[src/gpd_pkg.sv]
// Purpose: Constants shared by the sixteen-pin general purpose port.
// Assumes: AHB-Lite slave, 32-bit data, one 100 MHz clock.
// Notes: Offsets are byte addresses of aligned words.
//
// Contract
// - Each pin's direction chosen independently
// - Direction bit 0 is output, 1 input
// - Set port one drives output pin high
// - Clear port one drives output pin low
// - Output value register sets levels directly
// - Zero bits in set/clear do nothing
// - Input pins unaffected by output writes
// - Input level register shows pin states
// - Set/clear port reads return output value
// - Sixteen event lines for interrupt and DMA
// - Edge select bits hidden from software
// - All pins input after reset
// - Input pins are released, not driven
// - Direction in bits 15:0, upper zero
package gpd_pkg;
    // ****************************************
    // Sizes
    // ****************************************
    localparam int GPD_PINS = 16;
    // ****************************************
    // Register offsets
    // ****************************************
    localparam logic [7:0] GPD_OFS_BANK_EN = 8'h08;
    localparam logic [7:0] GPD_OFS_WAY = 8'h10;
    localparam logic [7:0] GPD_OFS_OUT = 8'h14;
    localparam logic [7:0] GPD_OFS_SET = 8'h18;
    localparam logic [7:0] GPD_OFS_CLR = 8'h1c;
    localparam logic [7:0] GPD_OFS_IN = 8'h20;
    localparam logic [7:0] GPD_OFS_SET_RISE = 8'h24;
    localparam logic [7:0] GPD_OFS_CLR_RISE = 8'h28;
    localparam logic [7:0] GPD_OFS_SET_FALL = 8'h2c;
    localparam logic [7:0] GPD_OFS_CLR_FALL = 8'h30;
    localparam logic [7:0] GPD_OFS_IRQ_STAT = 8'h40;
    localparam logic [7:0] GPD_OFS_IRQ_MASK = 8'h44;
    // ****************************************
    // Reset values and fields
    // ****************************************
    localparam logic [15:0] GPD_WAY_RST = 16'hffff;
    localparam logic [15:0] GPD_ZERO16 = 16'h0000;
    localparam int GPD_BANK_EN_BIT = 0;
    localparam logic [1:0] GPD_HTRANS_NONSEQ = 2'h2;
    localparam logic [2:0] GPD_HSIZE_WORD = 3'h2;
endpackage

[src/gpd_port.sv]
// Purpose: Sixteen-pin direction and data port with edge events.
// Assumes: AHB-Lite single word transfers, asynchronous pin inputs.
// Notes: Zero wait states; every output comes from a flop.
//
// Implementation choices: the register offsets and register access over AHB-Lite.
`timescale 1ns/1ns
module gpd_port (
    input wire logic i_clk_sys, // System clock
    input wire logic i_nrst, // Async reset, low
    input wire logic i_hsel, // Slave select
    input wire logic [31:0] i_haddr, // Byte address
    input wire logic [1:0] i_htrans, // Transfer type
    input wire logic i_hwrite, // Write when high
    input wire logic [2:0] i_hsize, // Transfer size
    input wire logic [31:0] i_hwdata, // Write data
    input wire logic i_hready, // Bus ready in
    output logic [31:0] o_hrdata, // Read data
    output logic o_hreadyout, // Always ready
    output logic o_hresp, // Always OKAY
    input wire logic [gpd_pkg::GPD_PINS-1:0] i_pin, // Pin levels in
    output logic [gpd_pkg::GPD_PINS-1:0] o_pin, // Pin drive level
    output logic [gpd_pkg::GPD_PINS-1:0] o_pin_oe, // Pin drive enable
    output logic [gpd_pkg::GPD_PINS-1:0] o_pin_event_lines, // Event pulses
    output logic o_irq // Level interrupt
);
    import gpd_pkg::*;

    // ****************************************
    // State
    // ****************************************
    logic [GPD_PINS-1:0] pin_way; // 1 input, 0 output
    logic [GPD_PINS-1:0] out_val; // Stored output levels
    logic [GPD_PINS-1:0] rise_edge_select; // Hidden rise select
    logic [GPD_PINS-1:0] fall_edge_select; // Hidden fall select
    logic bank_en; // Event enable
    logic [GPD_PINS-1:0] irq_stat; // Sticky event bits
    logic [GPD_PINS-1:0] irq_mask; // Interrupt mask
    logic [GPD_PINS-1:0] pin_sync; // Synchronised pins
    logic [GPD_PINS-1:0] pin_prev; // Previous pin level
    logic wr_pend; // Write data phase due
    logic [7:0] wr_addr; // Latched write offset
    logic [GPD_PINS-1:0] next_pin_way; // Next direction
    logic [GPD_PINS-1:0] next_out_val; // Next output value
    logic [GPD_PINS-1:0] next_rise; // Next rise select
    logic [GPD_PINS-1:0] next_fall; // Next fall select
    logic next_bank_en; // Next enable
    logic [GPD_PINS-1:0] next_irq_stat; // Next status
    logic [GPD_PINS-1:0] next_irq_mask; // Next mask
    logic next_wr_pend; // Next write pending
    logic [7:0] next_wr_addr; // Next write offset
    logic [31:0] next_hrdata; // Next read data
    logic [GPD_PINS-1:0] next_pin; // Next pin level
    logic [GPD_PINS-1:0] next_oe; // Next enable
    logic [GPD_PINS-1:0] next_events; // Next event pulses
    logic next_irq; // Next interrupt
    logic [GPD_PINS-1:0] edges; // Qualified edges
    logic [GPD_PINS-1:0] wdat; // Low half of write data
    logic addr_ok; // Valid address phase

    // ****************************************
    // Helpers
    // ****************************************
    // Read mux, shared by every read offset
    function automatic logic [31:0] rd_word(input logic [7:0] ofs,
        input logic [GPD_PINS-1:0] way, input logic [GPD_PINS-1:0] ov,
        input logic [GPD_PINS-1:0] ins, input logic ben,
        input logic [GPD_PINS-1:0] st, input logic [GPD_PINS-1:0] mk);
        logic [31:0] r;
        r = 32'h0000_0000;
        case (ofs)
            GPD_OFS_BANK_EN: r = {31'h0000_0000, ben};
            GPD_OFS_WAY: r = {16'h0000, way};
            GPD_OFS_OUT: r = {16'h0000, ov};
            GPD_OFS_SET, GPD_OFS_CLR: r = {16'h0000, ov};
            GPD_OFS_IN: r = {16'h0000, ins};
            GPD_OFS_IRQ_STAT: r = {16'h0000, st};
            GPD_OFS_IRQ_MASK: r = {16'h0000, mk};
            // Edge selects and unmapped read zero
            default: r = 32'h0000_0000;
        endcase
        return r;
    endfunction

    // ****************************************
    // Pin input synchroniser
    // ****************************************
    gpd_sync u_sync (
        .i_clk_sys(i_clk_sys),
        .i_nrst(i_nrst),
        .i_d(i_pin),
        .o_q(pin_sync)
    );

    // ****************************************
    // Bus, registers and events
    // ****************************************
    // Compute next register values
    always_comb begin
        addr_ok = i_hsel && i_hready && i_htrans == GPD_HTRANS_NONSEQ;
        wdat = i_hwdata[GPD_PINS-1:0];
        next_wr_pend = addr_ok && i_hwrite;
        next_wr_addr = addr_ok ? i_haddr[7:0] : wr_addr;
        next_pin_way = pin_way;
        next_out_val = out_val;
        next_rise = rise_edge_select;
        next_fall = fall_edge_select;
        next_bank_en = bank_en;
        next_irq_mask = irq_mask;
        next_irq_stat = irq_stat;
        // Read data for the coming data phase
        if (addr_ok && !i_hwrite) begin
            next_hrdata = rd_word(i_haddr[7:0], pin_way, out_val,
                pin_sync, bank_en, irq_stat, irq_mask);
        end else begin
            next_hrdata = 32'h0000_0000;
        end
        // Write data phase effects
        if (wr_pend) begin
            case (wr_addr)
                GPD_OFS_BANK_EN: next_bank_en = i_hwdata[GPD_BANK_EN_BIT];
                // Upper write bits dropped
                GPD_OFS_WAY: next_pin_way = wdat;
                GPD_OFS_OUT: next_out_val = wdat;
                // Only ones act, same edge as the write
                GPD_OFS_SET: next_out_val = out_val | wdat;
                GPD_OFS_CLR: next_out_val = out_val & ~wdat;
                GPD_OFS_SET_RISE: next_rise = rise_edge_select | wdat;
                GPD_OFS_CLR_RISE: next_rise = rise_edge_select & ~wdat;
                GPD_OFS_SET_FALL: next_fall = fall_edge_select | wdat;
                GPD_OFS_CLR_FALL: next_fall = fall_edge_select & ~wdat;
                GPD_OFS_IRQ_MASK: next_irq_mask = wdat;
                GPD_OFS_IRQ_STAT: next_irq_stat = irq_stat & ~wdat;
                // Unmapped writes ignored
                default: next_pin_way = pin_way;
            endcase
        end
        // Edge events from synchronised levels, gated by bank enable
        edges = ((pin_sync & ~pin_prev & rise_edge_select)
            | (~pin_sync & pin_prev & fall_edge_select))
            & {GPD_PINS{bank_en}};
        next_events = edges;
        // Set beats clear on the same edge
        next_irq_stat = next_irq_stat | edges;
        next_irq = |(next_irq_stat & next_irq_mask);
        // Driven only where direction bit is 0
        next_oe = ~next_pin_way;
        next_pin = next_out_val & ~next_pin_way;
    end

    // Register everything
    always_ff @(posedge i_clk_sys or negedge i_nrst) begin
        if (!i_nrst) begin
            pin_way <= GPD_WAY_RST;
            out_val <= GPD_ZERO16;
            rise_edge_select <= GPD_ZERO16;
            fall_edge_select <= GPD_ZERO16;
            bank_en <= 1'b0;
            irq_stat <= GPD_ZERO16;
            irq_mask <= GPD_ZERO16;
            pin_prev <= GPD_ZERO16;
            wr_pend <= 1'b0;
            wr_addr <= 8'h00;
            o_hrdata <= 32'h0000_0000;
            o_hreadyout <= 1'b1;
            o_hresp <= 1'b0;
            o_pin <= GPD_ZERO16;
            o_pin_oe <= GPD_ZERO16;
            o_pin_event_lines <= GPD_ZERO16;
            o_irq <= 1'b0;
        end else begin
            pin_way <= next_pin_way;
            out_val <= next_out_val;
            rise_edge_select <= next_rise;
            fall_edge_select <= next_fall;
            bank_en <= next_bank_en;
            irq_stat <= next_irq_stat;
            irq_mask <= next_irq_mask;
            pin_prev <= pin_sync;
            wr_pend <= next_wr_pend;
            wr_addr <= next_wr_addr;
            o_hrdata <= next_hrdata;
            o_hreadyout <= 1'b1;
            o_hresp <= 1'b0;
            o_pin <= next_pin;
            o_pin_oe <= next_oe;
            o_pin_event_lines <= next_events;
            o_irq <= next_irq;
        end
    end
endmodule // gpd_port

[src/gpd_sync.sv]
// Purpose: Two-flop synchroniser for the pin levels.
// Assumes: One clock, asynchronous active-low reset.
// Notes: First stage is read only by the second.
`timescale 1ns/1ns
module gpd_sync (
    input wire logic i_clk_sys, // System clock
    input wire logic i_nrst, // Async reset, low
    input wire logic [gpd_pkg::GPD_PINS-1:0] i_d, // Raw pin levels
    output logic [gpd_pkg::GPD_PINS-1:0] o_q // Synchronised levels
);
    import gpd_pkg::*;
    logic [GPD_PINS-1:0] meta; // First stage
    logic [GPD_PINS-1:0] next_meta; // Next first stage
    logic [GPD_PINS-1:0] next_q; // Next second stage
    // Next values are simply the previous stage
    always_comb begin
        next_meta = i_d;
        next_q = meta;
    end
    // Two stages, cleared at reset
    always_ff @(posedge i_clk_sys or negedge i_nrst) begin
        if (!i_nrst) begin
            meta <= '0;
            o_q <= '0;
        end else begin
            meta <= next_meta;
            o_q <= next_q;
        end
    end
endmodule // gpd_sync

[config.mk]
export PLATFORM = sky130hd
export DESIGN_NAME = gpd_port
export DESIGN_NICKNAME = d
export VERILOG_FILES = /design/src/gpd_pkg.sv /design/src/gpd_port.sv /design/src/gpd_sync.sv
export SDC_FILE = /design/constraint.sdc
export NUM_CORES = 1
export LEC_CHECK = 0
export ABC_AREA = 1
export ABC_CLOCK_PERIOD_IN_PS = 1800
export BUFFER_PORTS_ARGS = -buffer_cell sky130_fd_sc_hd__buf_2
export CORE_MARGIN = 4
export CORE_UTILIZATION = 35
export DETAILED_ROUTE_END_ITERATION = 6
export REMOVE_ABC_BUFFERS = 1
export SETUP_SLACK_MARGIN = 0.02
export SLEW_MARGIN = 20
export SYNTH_ARGS = -nofsm -noshare
export SYNTH_HDL_FRONTEND = slang
export SYNTH_SLANG_ARGS = --single-unit
[constraint.sdc]
create_clock -name i_clk_sys -period 1.8 [get_ports i_clk_sys]
set_clock_uncertainty 0.15 [all_clocks]
set_input_delay 0.09 -clock i_clk_sys [delete_from_list [all_inputs] [get_ports i_clk_sys]]
set_output_delay 0.09 -clock i_clk_sys [all_outputs]
set_load 0.005 [all_outputs]
### Word-level counts from Yosys, hierarchy flattened

Cells that the tools add are included.

| storage, ports and cells | value |
|---|---|
| flip-flop bits (word level) | 235 |
| input port bits | 90 |
| output and inout port bits | 83 |
| logic and storage cells | 81 |

| cells by class | value |
|---|---|
| equality and inequality tests | 20 |
| mux-type cells | 12 |
| bitwise gates (word level) | 20 |
| reductions and logical operators | 12 |

Operator list:

| operator | count |
|---|---|
| bitwise AND 16 bit | 11 |
| 2-to-1 mux 16 bit | 7 |
| one-hot mux 16 bit (6 select lines) | 1 |
| OR 16 bit | 5 |
| equality test 8 x 5 -> 1 bit (second input constant) | 8 |
| NOT 16 bit | 4 |
| one-hot mux 16 bit (2 select lines) | 2 |
| one-hot mux 16 bit (3 select lines) | 1 |
| equality test 8 x 6 -> 1 bit (second input constant) | 5 |
| equality test 8 x 7 -> 1 bit (second input constant) | 4 |
| 2-to-1 mux 32 bit | 1 |
| equality test 8 x 4 -> 1 bit (second input constant) | 2 |
| OR reduction 16 bit | 1 |
| AND reduction 2 bit | 3 |
| logical AND 1 bit | 4 |
| nonzero test 2 bit | 2 |
| OR reduction 3 bit | 1 |
| equality test 2 bit (second input constant) | 1 |
| logical NOT 1 bit | 1 |

### Logic depth before layout (Yosys ltp)

| depth | value |
|---|---|
| word-level depth | 8 |
| mapped depth | 13 |
| gate-level depth less buffers | 12 |

### Cells and area by module

Synthesis repeated with hierarchy kept, for this count alone.

| second synthesis, totals | value |
|---|---|
| cell total of the unflattened synthesis | 1020 |
| area, all modules | 9211.3 µm² |

Modules (own cells, without submodules):

| module | times used | cells an instance | area each (µm²) | seq. area each (µm²) |
|---|---|---|---|---|
| gpd_port | 1 | 988 | 8410.6 | 4699.5 |
| gpd_sync | 1 | 32 | 800.8 | 800.8 |

### Worst setup path after synthesis

OpenSTA, ideal clock, no wires.

| path | value |
|---|---|
| path type | register to register |
| from | reg wr_addr[1] |
| to | reg with a tool-made name |
| arrival time | 1444 ps |
| required time | 1533 ps |
| setup slack | 89 ps |
| stages on the path, launching flop included | 10 |
| clock period less this slack | 1711 ps |
| path through | dfrtp_1 -> nor2_2 -> inv_2 -> o21ai_4 -> nand3_4 -> buf_6 -> nor2_4 -> nand3_1 -> o21ai_1 -> inv_1 |

RTL lines:

| item | RTL line | text |
|---|---|---|
| from (decl) | gpd_port.sv:41 | `logic [7:0] wr_addr;` |
| from (signal assigned) | gpd_port.sv:180 | `wr_addr <= next_wr_addr;` |

### Final worst setup path

| path | value |
|---|---|
| from | reg wr_addr[6] |
| to | reg o_pin[7] (netlist bit) |

| between the ends | value |
|---|---|
| cells in the longest elaborated chain, start to end | 5 |
| elaborated cells on any way between the ends | 10 |

Ends and longest elaborated chain:

| item | RTL line | text |
|---|---|---|
| parallel branches: the longest is 4 deep, another holds one-hot mux 16 bit (3 select lines) | - |  |
| bitwise AND 16 bit (*) | gpd_port.sv:147 | `next_pin = next_out_val & ~next_pin_way;` |
| via next_pin[7] | gpd_port.sv:52 | `logic [GPD_PINS-1:0] next_pin;` |
| to (signal assigned) | gpd_port.sv:184 | `o_pin <= next_pin;` |
| to (decl) | gpd_port.sv:21 | `output logic [gpd_pkg::GPD_PINS-1:0] o_pin,` |

Mark *: on every way through the listed nets, which the timed path passes.
A chain may end at the register's enable or synchronous reset.

==> metrics.txt <==
CTS tree built; Fin. Hold Viols 0; Post-DRT Antenna Nets 0; Non-Filler Instances 1644; H-tree depth 1; cell mode on critical path buf_6; cells along the critical path buf_6 -> nor2_4 -> nand2_1 -> inv_2 -> o2111a_2 -> buf_6 -> buf_12 -> o21ai_4 -> nand2_2 -> a21oi_2; clk sink count 219; GR Util All Layers 19.0%; WHS Path Cells 6; Starting Density 35.6%; Final Setup Violations 53; startpoint types flip-flop; CP max stage delay roughly 0.4 ns; grt ovf 0; CTS root buffer clkbuf_16; I/O Buffers 111; Critical path origin wr_addr[6]; post-synthesis sequential area ratio between 50% and 60%; IO Pins 173; kind of end point of the critical path flip-flop; via count 8003; initial antenna violation count 0; share of layout cells above drive strength 1 38.9%; Synth Warn # 0; first-pass GRT wire length 43700 um; period utilisation layout 108%; 1st-pass router iterations 5; Cell variety after synth 36; routed len/inst 17.4 um; post-DR vias/cell 4.87; hold_sp i_htrans[1]; most common cell after layout, fill and taps aside nand2_1; fin crit period between 1.5 and 2 ns; Die Span X 171 um; failing checks setup timing; outcome finished with violations; dpl ws -0.122 ns; row cnt between 50 and 60; Crit-path slowest cell dfrtp_1; Worst Reg2Reg Path Length in Cells 10; fmax 0.513 GHz; clk slew on worst S/H paths 0.06 ns; CP Depth 10; Syn-to-layout area delta 45.8%; worst hold path type input port to flip-flop; Clock Latency Late Sink 0.52 ns; Total Wirelength 28600 um; Initial DRC Count 580; max-cap violations 0; Post-Route Setup TNS -3.60 ns; critical path's top delay family buffers and inverters; reg2reg start wr_addr[6]; RePlAce Congestion 0.866; core region area 26100 um2; Remaining DRCs 0; Crit Path Max Fanout 8; worst endpoint data arrival time 2.21 ns; Die ar. 29100 um2; total chip power 13.0 mW; Pleak 6.73 nW; TritonCTS buffer count 25; commonest non-fill, non-tap cells in the layout nand2_1, dfrtp_1, buf_2; worst vdd ir 778 uV; DPL Wire Length 18300 um; cell count after placement between 1500 and 2000; maximum root-to-sink buffer count 3; WS Path Type flip-flop to flip-flop; flops & latches, synth 219; vias in the first global route 7979; Gate Count Post-Synth ~1000; PD cells roughly 960 nW/um2; RSZ-0062 raised after global routing true; final worst slack -0.151 ns; Final Max Slew Viols 0; largest net degree at the start of global routing 47; fin nets 1380; CP required 2.05 ns; Syn Std Cell Area 9260 um2; WP buf/inv 4; Die Span Y 171 um; syn_area_per_cell slightly above 9 um2
## tightest hold or removal path: cells and delay by family
| family | cells | cell delay, ns |
|---|---|---|
| simple gates | 3 | 0.23 |
| buf+inv | 2 | 0.23 |
| compound gates | 1 | 0.10 |
## path summary, 6_finish.rpt
kind	endpoint	slack [ns]
hold / removal	o_hrdata[7]	0.04
setup reg to reg	o_pin[7]	-0.15
min in group asynchronous	asynchronous set/reset pin	0.47
setup / recovery	o_pin[7]	-0.15
max in group asynchronous	pin_way[11]	0.39
hold reg to reg	u_sync.o_q[10]	0.20
## synthesized netlist by cell type (all sizes together)
master | count | area, um2
o211ai | 4 | 30.0
nor3 | 4 | 31.3
conb | 2 | 7.51
nand2 | 258 | 1020
nor2 | 99 | 503
nand4 | 30 | 209
clkinv | 1 | 3.75
clkbuf | 8 | 30.0
nand3 | 91 | 478
o2111a | 1 | 11.3
a21oi | 17 | 85.1
buf | 42 | 285
dfstp | 16 | 420
a31oi | 4 | 25.0
o22ai | 9 | 56.3
o21ai | 88 | 497
inv | 130 | 488
o21a | 1 | 7.51
dfrtp | 203 | 5080
## cell families after synthesis
logic type | after synthesis | share of synthesized area [%]
simple gates | 482 | 24.1
flops | 219 | 59.4
buf+inv | 181 | 8.71
compound gates | 124 | 7.69
other cells | 2 | 0.0811
## through the flow
| stage | hold slack [ns] | util (%) | cell area [um2] |
|---|---|---|---|
| global route | 0.0512 | 51.8 | 13500 |
| finish | 0.0392 | 51.8 | 13500 |
| floorplan | -0.356 | - | 9010 |
| global placement | -0.112 | 41.7 | 10900 |
| CTS | 0.0268 | 49.1 | 12800 |
| detailed placement | -0.112 | 41.7 | 10900 |
## area by class of cell
| class | instances | area [um2] |
|---|---|---|
| diodes | 1 | 2.50 |
| clock buffers | 29 | 671 |
| clock inverters | 16 | 297 |
| well taps | 335 | 419 |
| inverters | 131 | 497 |
| flip-flops and latches | 219 | 5500 |
| multi-input cells | 624 | 3720 |
| fillers | 2328 | 12500 |
| repair buffers | 289 | 2410 |
## where the power goes
part           internal (mW)  leakage (nW)  switching (mW)
Combinational          0.681          3.68            1.03
Clock                   3.82         0.469            2.10
Sequential              5.21          2.58           0.133
Total                   9.71          6.73            3.27
## timing repair
action / in CTS / in global routing
pin swaps: 48 / 62
endpoints found under the hold margin: 382 / 0
buffers inserted: 19 / 15
resized for setup: 87 / 163
cloned: 3 / 2
hold buffers: 54 / 0
endpoints found under the setup margin: 56 / 71
## routing by layer
metal	global-route usage (%)	share of wire [%]
met5	0	0
met4	5.24	3.2
met2	32.2	49
met3	3.12	6.4
met1	25.5	42
(Power assumes the default switching activity.)
